$ cat config.mk
export PLATFORM = sky130hd
export DESIGN_NAME = marker_select
export DESIGN_NICKNAME = d
export VERILOG_FILES = /design/src/marker_pkg.sv /design/src/marker_sync2.sv /design/src/marker_select.sv
export SDC_FILE = /design/constraint.sdc
export NUM_CORES = 1
export LEC_CHECK = 0
export BUFFER_PORTS_ARGS = -buffer_cell sky130_fd_sc_hd__buf_2
export CAP_MARGIN = 30
export CORE_ASPECT_RATIO = 0.8
export CORE_MARGIN = 4
export CORE_UTILIZATION = 38
export DETAILED_ROUTE_END_ITERATION = 7
export PLACE_DENSITY_LB_ADDON = 0.15
export SLEW_MARGIN = 20
export SYNTH_ARGS = -nofsm -noshare
export SYNTH_HDL_FRONTEND = slang
export SYNTH_HIERARCHICAL = 1
export SYNTH_SLANG_ARGS = --single-unit
$ cat constraint.sdc
create_clock -name clk -period 3.48 [get_ports clk]
set_clock_uncertainty 0.15 [all_clocks]
set_input_delay 0.696 -clock clk [delete_from_list [all_inputs] [get_ports clk]]
set_output_delay 0.696 -clock clk [all_outputs]
set_load 0.01 [all_outputs]
$ cat src/marker_pkg.sv
package marker_pkg;

    // ------------------------------------------------------------
    // register map (word-aligned byte addresses)
    // ------------------------------------------------------------
    localparam logic [3:0] ADDR_CTRL   = 4'h0;
    localparam logic [3:0] ADDR_STATUS = 4'h4;
    localparam logic [3:0] ADDR_COUNT  = 4'h8;

    // ------------------------------------------------------------
    // control fields
    // ------------------------------------------------------------
    localparam int CTRL_RECV_EN_BIT  = 0;
    localparam int CTRL_MARK_EN_BIT  = 1;
    localparam int CTRL_SYNC_SEL_BIT = 2;
    localparam int CTRL_WIDTH        = 3;
    localparam logic [2:0] CTRL_RESET = 3'h0;

    // ------------------------------------------------------------
    // status fields
    // ------------------------------------------------------------
    localparam int STAT_SYNC_REQ_BIT = 0;
    localparam int STAT_PAIR_BIT     = 1;
    localparam int STAT_SE_BIT       = 2;

    localparam int CNT_WIDTH = 16;
    localparam logic [15:0] CNT_ONE = 16'h0001;
    localparam logic [31:0] UNMAPPED_READ = 32'h0000_0000;

endpackage : marker_pkg

$ cat src/marker_sync2.sv
`timescale 1ns/100ps
module marker_sync2 (
    input  wire logic clk,
    input  wire logic arst_n,
    input  wire logic din,
    input  wire logic rst_val,
    output logic      dout
);
    logic meta_q;
    logic meta_d;
    logic out_q;
    logic out_d;

    always_comb begin
        meta_d = din;
        out_d  = meta_q;
    end

    // reset level of the line is fixed per instance via rst_val tie
    always_ff @(posedge clk or negedge arst_n) begin
        if (!arst_n) begin
            meta_q <= 1'b1;
            out_q  <= 1'b1;
        end else begin
            meta_q <= meta_d;
            out_q  <= out_d;
        end
    end

    assign dout = out_q ^ ~rst_val;
endmodule : marker_sync2

$ cat src/marker_select.sv
`timescale 1ns/100ps
// Overview of operation
// - With sample marking enabled, a rising assertion of the marker pair tags the current sample.
// - With the sync select set, the sync request is taken from the marker pair.
// - The pair may mark samples and carry sync at once, so the sync level feeds the mark path.
// - As sync source the pair is active low; a low level means sync is requested.
// - Without the receiver enable set, the pair is ignored for marking and for sync.
module marker_select
    import marker_pkg::*;
(
    input  wire logic        clk,
    input  wire logic        arst_n,
    input  wire logic        marker_input_pair,
    input  wire logic        single_ended_sync_pin_n,
    input  wire logic        sample_strobe,
    input  wire logic [3:0]  avs_address,
    input  wire logic        avs_read,
    input  wire logic        avs_write,
    input  wire logic [31:0] avs_writedata,
    input  wire logic [3:0]  avs_byteenable,
    output logic [31:0]      avs_readdata,
    output logic             avs_waitrequest,
    output logic             sync_request,
    output logic             sample_mark,
    output logic             marker_receiver_active
);

    // ------------------------------------------------------------
    // input synchronisers
    // ------------------------------------------------------------
    logic pair_s;
    logic se_s_n;

    marker_sync2 u_pair_sync (
        .clk     (clk),
        .arst_n  (arst_n),
        .din     (marker_input_pair),
        .rst_val (1'b1),
        .dout    (pair_s)
    );

    marker_sync2 u_se_sync (
        .clk     (clk),
        .arst_n  (arst_n),
        .din     (single_ended_sync_pin_n),
        .rst_val (1'b1),
        .dout    (se_s_n)
    );

    // ------------------------------------------------------------
    // register state
    // ------------------------------------------------------------
    logic [CTRL_WIDTH-1:0] ctrl_q;
    logic [CTRL_WIDTH-1:0] ctrl_d;
    logic [CNT_WIDTH-1:0]  mark_cnt_q;
    logic [CNT_WIDTH-1:0]  mark_cnt_d;
    logic [31:0]           rdata_q;
    logic [31:0]           rdata_d;
    logic                  wait_q;
    logic                  wait_d;
    logic                  pair_prev_q;
    logic                  pair_prev_d;
    logic                  sync_q;
    logic                  sync_d;
    logic                  mark_q;
    logic                  mark_d;
    logic                  active_q;
    logic                  active_d;

    logic recv_en;
    logic mark_en;
    logic sync_sel;
    logic pair_gated;
    logic mark_event;
    logic access_rd;
    logic access_wr;
    logic wr_ctrl;
    logic wr_count;

    always_comb begin
        recv_en  = ctrl_q[CTRL_RECV_EN_BIT];
        mark_en  = ctrl_q[CTRL_MARK_EN_BIT];
        sync_sel = ctrl_q[CTRL_SYNC_SEL_BIT];
        // disabled receiver reads as idle-high so no edge or request leaks out
        pair_gated = recv_en ? pair_s : 1'b1;
        // reads are taken while waitrequest is high so the data is ready
        // when it drops; writes land only at the edge it is seen low
        access_rd  = avs_read & wait_q;
        access_wr  = avs_write & ~wait_q;
        wr_ctrl    = access_wr & lane0_hit(avs_address, avs_byteenable, ADDR_CTRL);
        wr_count   = access_wr & lane0_hit(avs_address, avs_byteenable, ADDR_COUNT);
    end

    // ------------------------------------------------------------
    // address decode
    // ------------------------------------------------------------
    // the control fields live in byte lane 0 and a count clear also needs it, so a write without that lane is dropped
    function automatic logic lane0_hit(
        input logic [3:0] addr,
        input logic [3:0] be,
        input logic [3:0] target
    );
        return (addr == target) && be[0];
    endfunction : lane0_hit

    // ------------------------------------------------------------
    // sync and mark selection
    // ------------------------------------------------------------
    always_comb begin
        if (sync_sel) begin
            sync_d = ~pair_gated;
        end else begin
            sync_d = ~se_s_n;
        end
        // mark path samples the pair itself, whatever it carries, so a sync
        // level on the pair is echoed as marks too
        mark_event  = mark_en & recv_en & pair_gated & ~pair_prev_q;
        mark_d      = mark_event & sample_strobe;
        pair_prev_d = sample_strobe ? pair_gated : pair_prev_q;
        if (!mark_en) begin
            pair_prev_d = pair_gated;
        end
        active_d = recv_en;
    end

    // ------------------------------------------------------------
    // avalon slave: one wait cycle, then answer
    // ------------------------------------------------------------
    always_comb begin
        ctrl_d     = ctrl_q;
        rdata_d    = rdata_q;
        wait_d     = 1'b1;
        mark_cnt_d = mark_cnt_q;
        if (mark_d) begin
            mark_cnt_d = mark_cnt_q + CNT_ONE;
        end
        if ((avs_read | avs_write) && wait_q) begin
            wait_d = 1'b0;
        end
        if (wr_ctrl) begin
            ctrl_d = avs_writedata[CTRL_WIDTH-1:0];
        end
        if (wr_count) begin
            // write clears the mark count; a mark in the same cycle still counts
            mark_cnt_d = mark_d ? CNT_ONE : '0;
        end
        if (access_rd) begin
            case (avs_address)
                ADDR_CTRL: begin
                    rdata_d = {29'h0000_0000, ctrl_q};
                end
                ADDR_STATUS: begin
                    rdata_d = 32'h0000_0000;
                    rdata_d[STAT_SYNC_REQ_BIT] = sync_q;
                    rdata_d[STAT_PAIR_BIT]     = pair_gated;
                    rdata_d[STAT_SE_BIT]       = se_s_n;
                end
                ADDR_COUNT: begin
                    rdata_d = {16'h0000, mark_cnt_q};
                end
                default: begin
                    rdata_d = UNMAPPED_READ;
                end
            endcase
        end
    end

    always_ff @(posedge clk or negedge arst_n) begin
        if (!arst_n) begin
            ctrl_q      <= CTRL_RESET;
            mark_cnt_q  <= '0;
            rdata_q     <= 32'h0000_0000;
            wait_q      <= 1'b1;
            pair_prev_q <= 1'b1;
            sync_q      <= 1'b0;
            mark_q      <= 1'b0;
            active_q    <= 1'b0;
        end else begin
            ctrl_q      <= ctrl_d;
            mark_cnt_q  <= mark_cnt_d;
            rdata_q     <= rdata_d;
            wait_q      <= wait_d;
            pair_prev_q <= pair_prev_d;
            sync_q      <= sync_d;
            mark_q      <= mark_d;
            active_q    <= active_d;
        end
    end

    assign avs_readdata           = rdata_q;
    assign avs_waitrequest        = wait_q;
    assign sync_request           = sync_q;
    assign sample_mark            = mark_q;
    assign marker_receiver_active = active_q;

    // ------------------------------------------------------------
    // assertions
    // ------------------------------------------------------------
    a_sync_from_pair: assert property (@(posedge clk) disable iff (!arst_n)
        (sync_sel && recv_en) |=> (sync_q == ~$past(pair_s)))
        else $error("sync not following pair");
    a_sync_from_pin: assert property (@(posedge clk) disable iff (!arst_n)
        !sync_sel |=> (sync_q == ~$past(se_s_n)))
        else $error("sync not following pin");
    a_pair_low_req: assert property (@(posedge clk) disable iff (!arst_n)
        (sync_sel && recv_en && !pair_s) |=> sync_q)
        else $error("low pair did not request sync");
    a_recv_off_quiet: assert property (@(posedge clk) disable iff (!arst_n)
        (!recv_en && sync_sel) |=> (!sync_q && !mark_q))
        else $error("disabled receiver leaked");
    a_mark_needs_en: assert property (@(posedge clk) disable iff (!arst_n)
        mark_q |-> $past(mark_en && sample_strobe))
        else $error("mark without enable");
    a_mark_on_rise: assert property (@(posedge clk) disable iff (!arst_n)
        (mark_en && recv_en && sample_strobe && pair_s && !pair_prev_q) |=> mark_q)
        else $error("rising marker missed");
    a_shared_echo: assert property (@(posedge clk) disable iff (!arst_n)
        (sync_sel && mark_en && recv_en && sample_strobe && pair_s && !pair_prev_q)
        |=> (mark_q && !sync_q))
        else $error("sync release not echoed as mark");
    a_bus_answer: assert property (@(posedge clk) disable iff (!arst_n)
        ((avs_read || avs_write) && wait_q) |=> !wait_q ##1 wait_q)
        else $error("bus answer timing wrong");

    a_wait_idle_high: assert property (@(posedge clk) disable iff (!arst_n)
        (!(avs_read || avs_write) && wait_q) |=> wait_q)
        else $error("waitrequest dropped without request");

    a_ctrl_write_lands: assert property (@(posedge clk) disable iff (!arst_n)
        wr_ctrl |=> (ctrl_q == $past(avs_writedata[CTRL_WIDTH-1:0])))
        else $error("control write lost");

    a_mark_one_cycle: assert property (@(posedge clk) disable iff (!arst_n)
        mark_q |=> !mark_q)
        else $error("mark pulse longer than one cycle");

    a_active_follows: assert property (@(posedge clk) disable iff (!arst_n)
        1'b1 |=> (active_q == $past(recv_en)))
        else $error("receiver active flag wrong");

    a_pair_high_idle: assert property (@(posedge clk) disable iff (!arst_n)
        (sync_sel && recv_en && pair_s) |=> !sync_q)
        else $error("high pair requested sync");

    a_pin_idle_quiet: assert property (@(posedge clk) disable iff (!arst_n)
        (!sync_sel && se_s_n) |=> !sync_q)
        else $error("idle pin requested sync");

    a_count_on_mark: assert property (@(posedge clk) disable iff (!arst_n)
        (mark_d && !wr_count) |=> (mark_cnt_q == $past(mark_cnt_q) + CNT_ONE))
        else $error("mark not counted");

    a_count_hold: assert property (@(posedge clk) disable iff (!arst_n)
        (!mark_d && !wr_count) |=> $stable(mark_cnt_q))
        else $error("mark count moved without mark");

    a_count_clear: assert property (@(posedge clk) disable iff (!arst_n)
        (wr_count && !mark_d) |=> (mark_cnt_q == '0))
        else $error("count write did not clear");

    a_mark_off_quiet: assert property (@(posedge clk) disable iff (!arst_n)
        !recv_en |=> !mark_q)
        else $error("mark with receiver off");

endmodule : marker_select

======== Word-level counts from Yosys, hierarchy flattened ========
Cells that the tools add are included.
operators by class
  reduce and logical (&&, ||, !) cells .... 5
  bitwise operators ....................... 13
  $add $sub $neg .......................... 1
  muxes and demuxes ....................... 9
  eq/ne operators ......................... 3
operators with widths
  kind                                                 count
  case mux 16 bit (3 select lines)                     1
  2-to-1 mux 16 bit                                    2
  adder 16 x 1 -> 16 bit, second input constant        1
  bitwise AND 1 bit                                    8
  2-to-1 mux 1 bit                                     6
  equality test 4 x 3 -> 1 bit, second input constant  1
  equality test 4 bit, second input constant           1
  zero test 4 bit                                      1
  inverter 1 bit                                       4
  logical AND 1 bit                                    3
  != test 2 bit, second input constant                 1
  nonzero test 2 bit                                   1
  OR 1 bit                                             1
storage, ports and cells
  register bits ........................... 60
  output and inout port bits .............. 36
  input bits .............................. 47

======== Depth between registers and ports, before layout ========
  depth in word-level cells ............... 6
  depth in mapped cells ................... 7

======== Cells and area by module ========
Netlist, hierarchy kept.
by module, submodules not included
  module         cells an instance  instances  sequential area each (µm²)  area each (µm²)
  marker_select  205                1          1003.5                      1989.4
  marker_sync2   3                  2          52.6                        61.3

======== Least setup slack after synthesis ========
No wires, ideal clock.
  kind .................................... in2reg
  from .................................... input avs_address[2]
  to ...................................... register mark_cnt_q[1]
  path buffers ............................ 3
  arrival time ............................ 1815 ps
  slack ................................... 1393 ps
  setup time .............................. 122 ps
  data required time ...................... 3208 ps
  cell stages on the path ................. 6
  cell sequence ........................... buf_2 > nor4b_4 > and2_0 > clkbuf_1 > buf_2 > nor2_1
on the way
  cells in the longest elaborated chain, start to end .. 4
  elaborated cells between the ends (all ways) .. 5
  classes of those cells .................. eq/ne (1); mux (1); bitwise (1); reduce/logical (2)
ends and longest elaborated chain
  element                                                  RTL line              RTL
  start: declaration                                       marker_select.sv:16   input wire logic [3:0] avs_address,
  equality test 4 bit (*)                                  marker_select.sv:103  return (addr == target) && be[0];
  logical AND 1 bit (*)                                    marker_select.sv:103
  bitwise AND 1 bit (*)                                    marker_select.sv:91   wr_count = access_wr & lane0_hit(avs_address, avs_byteenable, ADDR_COUNT);
  2-to-1 mux 16 bit or nonzero test 2 bit (tied branches)  -
  end signal: assignment                                   marker_select.sv:180  mark_cnt_q <= mark_cnt_d;
  end: declaration                                         marker_select.sv:55   logic [CNT_WIDTH-1:0] mark_cnt_q;
Mark *: on every way between the ends. The rest lies on a longest branch, timed or not.
A chain may end at the register's enable or synchronous reset.

======== Worst setup path after layout ========
  from .................................... register u_pair_sync.out_q
  to ...................................... register mark_cnt_q[13]
on the way
  cells in the longest elaborated chain, start to end .. 5
ends and longest elaborated chain
  element                         RTL line              RTL
  start: declaration              marker_sync2.sv:11    logic out_q;
  start signal: assignment        marker_sync2.sv:26    out_q <= out_d;
  2-to-1 mux 1 bit                marker_select.sv:85   pair_gated = recv_en ? pair_s : 1'b1;
  bitwise AND 1 bit (2 in a row)  marker_select.sv:117  mark_event = mark_en & recv_en & pair_gated & ~pair_prev_q;
  bitwise AND 1 bit               marker_select.sv:118  mark_d = mark_event & sample_strobe;
  nonzero test 2 bit (no line)    -
No other way between the ends.

==> results.json <==
{
  "clock_tree.buffer_depth": 2,
  "drt_iter0_drc": 58,
  "synth_cells": 211,
  "finalSetupViolations": 0,
  "io_pins": 83,
  "hpwlAfterDp_um": 3080,
  "worst_hold_slack_ns": 0.126,
  "die_h_um": 74.7,
  "criticalPathCategory": "flip-flop to flip-flop",
  "cts_tree": "done",
  "startpoint_type": "flip-flop",
  "end_kind": "flip-flop",
  "yosysUniqueCellTypes": 42,
  "core_area_um2": 5180,
  "ir_worst_vdd_v": 0.000133,
  "power_density_nw_per_um2": 399,
  "grt_pass1_wl_um": 7200,
  "outcome": "finished clean",
  "clkTransAtPathRegs_ns": 0.08,
  "grt_pass1_vias": 1418,
  "hold_viol_final": 0,
  "die_w_um": 91.4,
  "max_freq_mhz": 459,
  "fin_util_pct": 46.0,
  "period_needed_ns": 2.18,
  "port_buffers": 34,
  "cp_cell_sequence": "xnor2_1 -> nand4_1 -> or2_1 -> or4_4 -> a21oi_2",
  "ys_ff_latch": 44,
  "viasPerCell": 4.80,
  "final_cells": 309,
  "finalPower_w": 0.000950,
  "avgRoutedWirePerCell_um": 13.6,
  "area.growth.synth_to_final_pct": 12.9,
  "finalMaxSlewViolations": 0,
  "antenna_found_initial": 0,
  "diodes": 0,
  "numCtsBuffers": 5,
  "rows": 23,
  "cp_slowest_stage_delay_ns": 0.55,
  "grt_max_degree": 32,
  "drc": 0,
  "clkSinkCount": 44,
  "synthArstFlopShare_pct": 100,
  "drive_gt1_share_pct": 23.9,
  "start_util_pct": 40.8,
  "ctsHoldBuffers": 0,
  "crit_required_ns": 3.56,
  "vias": 1484,
  "yosysWarnings": 6,
  "worst_pin_slew_ns": 0.712,
  "htree_levels": 2,
  "fin_setup_tns_ns": 0,
  "path_max_fanout": 9,
  "final_nets": 294,
  "design.die.area_um2": 6820,
  "track_usage_pct": 13.5,
  "clock-root-buffer": "clkbuf_8",
  "cp_top_family": "simple AND/OR/NAND/NOR gates",
  "maxCapViolations": 0,
  "relSlewSlack_pct": 52.5,
  "clock_latency_ns": 0.30,
  "syn_area_um2": 2110,
  "cts_resized": 0,
  "ys.flop_type": "dfrtp_1",
  "rsz0062_at_grt": "no",
  "worst_ep_arrival_time_ns": 2.26,
  "drt-total-wl_um": 4200,
  "synth.yosys.seq_area_share_pct": 52.5,
  "gp_congestion": 0.699,
  "synth_edf_count": 0,
  "hold_class": "primary input to asynchronous set/reset pin",
  "ant_nets": 0,
  "first_pass_iters": 4,
  "grt_overflow": 0,
  "cp_slowest_cell": "or4_4",
  "fin_crit_sh_pct": 62.7,
  "leakagePower_nw": 1.19,
  "crit_buf_inv": 0,
  "place_inst": 301,
  "synth_area_per_cell_um2": 10.0,
  "postCtsSetupBuffers": 0
}
## power breakdown
group          switching [W]  internal, W
clock network       0.000174     0.000161
registers          0.0000106     0.000528
logic              0.0000480    0.0000280
total               0.000233     0.000718
## synthesized netlist by cell type (2+ instances only)
cell type	count	area, um2
o31ai_1	4	30.0
nor2_1	9	33.8
mux2_2	5	56.3
xor2_1	4	35.0
nand4_1	3	18.8
conb_1	2	7.51
and4_1	2	17.5
or3_1	2	12.5
and4b_1	2	20.0
dfstp_2	6	158
or4_1	4	30.0
dfrtp_1	38	951
and2_0	2	12.5
a21oi_1	6	30.0
nand2_1	41	154
a22oi_1	3	22.5
nor3_1	3	15.0
xnor2_1	6	52.6
clkbuf_1	5	18.8
buf_2	3	15.0
o21ai_0	8	40.0
and3b_1	2	17.5
buf_4	16	120
nand3_1	17	85.1
## final timing paths
path / slack (ns) / cells after the start / start / endpoint
min in group clk: 0.21 / 0 / u_pair_sync/meta_q / u_pair_sync/out_q
setup reg to reg: 1.30 / 5 / u_pair_sync/out_q / mark_cnt_q[13]
setup / recovery: 1.30 / 5 / u_pair_sync/out_q / mark_cnt_q[13]
hold / removal: 0.13 / 1 / arst_n / mark_cnt_q[1]
max in group asynchronous: 2.52 / 2 / arst_n / avs_waitrequest
hold reg to reg: 0.21 / 0 / u_pair_sync/meta_q / u_pair_sync/out_q
## kinds of logic (layout without fill, tap and decap cells)
family                     count (synthesis)  count (layout)  synth area share (%)
AOI/OAI and AO/OA                         24              24                  6.93
xor gates and xnor gates                  10              10                  4.15
adders and majority gates                  1               1                 0.592
buffers and inverters                     26              46                  8.00
DFF                                       44              44                  52.5
muxes                                      6               6                  3.14
other                                      2              18                 0.356
and+or+nand+nor                           98              98                  24.3
## placed cells by master, fill, tap and decap left out, types with 4 or more instances in the layout
cell and n:
o31ai_1 4, or4_1 4, conb_1 18, dfrtp_1 38
buf_2 34, dfstp_2 6, nand3_1 17, nand2_1 41
xnor2_1 6, o21ai_0 8, a21oi_1 6, clkbuf_8 6
nor2_1 9, xor2_1 4, mux2_2 5
## through the flow
| stage | area, um2 | setup WS [ns] |
|---|---|---|
| 6_report | 2380 | 1.30 |
| 5_1_grt | 2380 | 1.22 |
| 4_1_cts | 2380 | 1.30 |
| 3_5_place_dp | 2290 | 1.21 |
| 3_3_place_gp | 2270 | 1.23 |
| 2_1_floorplan | 2170 | 1.39 |
## worst reg2reg max path, delay by kind of cell (launching register included)
kind | cells | cell delay [ns]
simple gates | 3 | 1.13
flops | 1 | 0.53
xor+xnor | 1 | 0.15
compound gates | 1 | 0.14
## metal layers
metal	vias up	GRT usage [%]	wire length (um)
li1	759	-	-
met1	668	20.0	2240
met2	49	18.9	1630
met3	8	2.80	250
met4	0	6.52	76
met5	-	0	0
## area by class of cell
type | count | area, um2
clock buffers | 7 | 86.3
clock inverters | 1 | 7.51
fillers | 505 | 2800
inverters | 1 | 3.75
multi-input cells | 157 | 895
flip-flops and latches | 44 | 1110
well taps | 62 | 77.6
repair buffers | 37 | 205
Power figures use the tool's default switching activity.
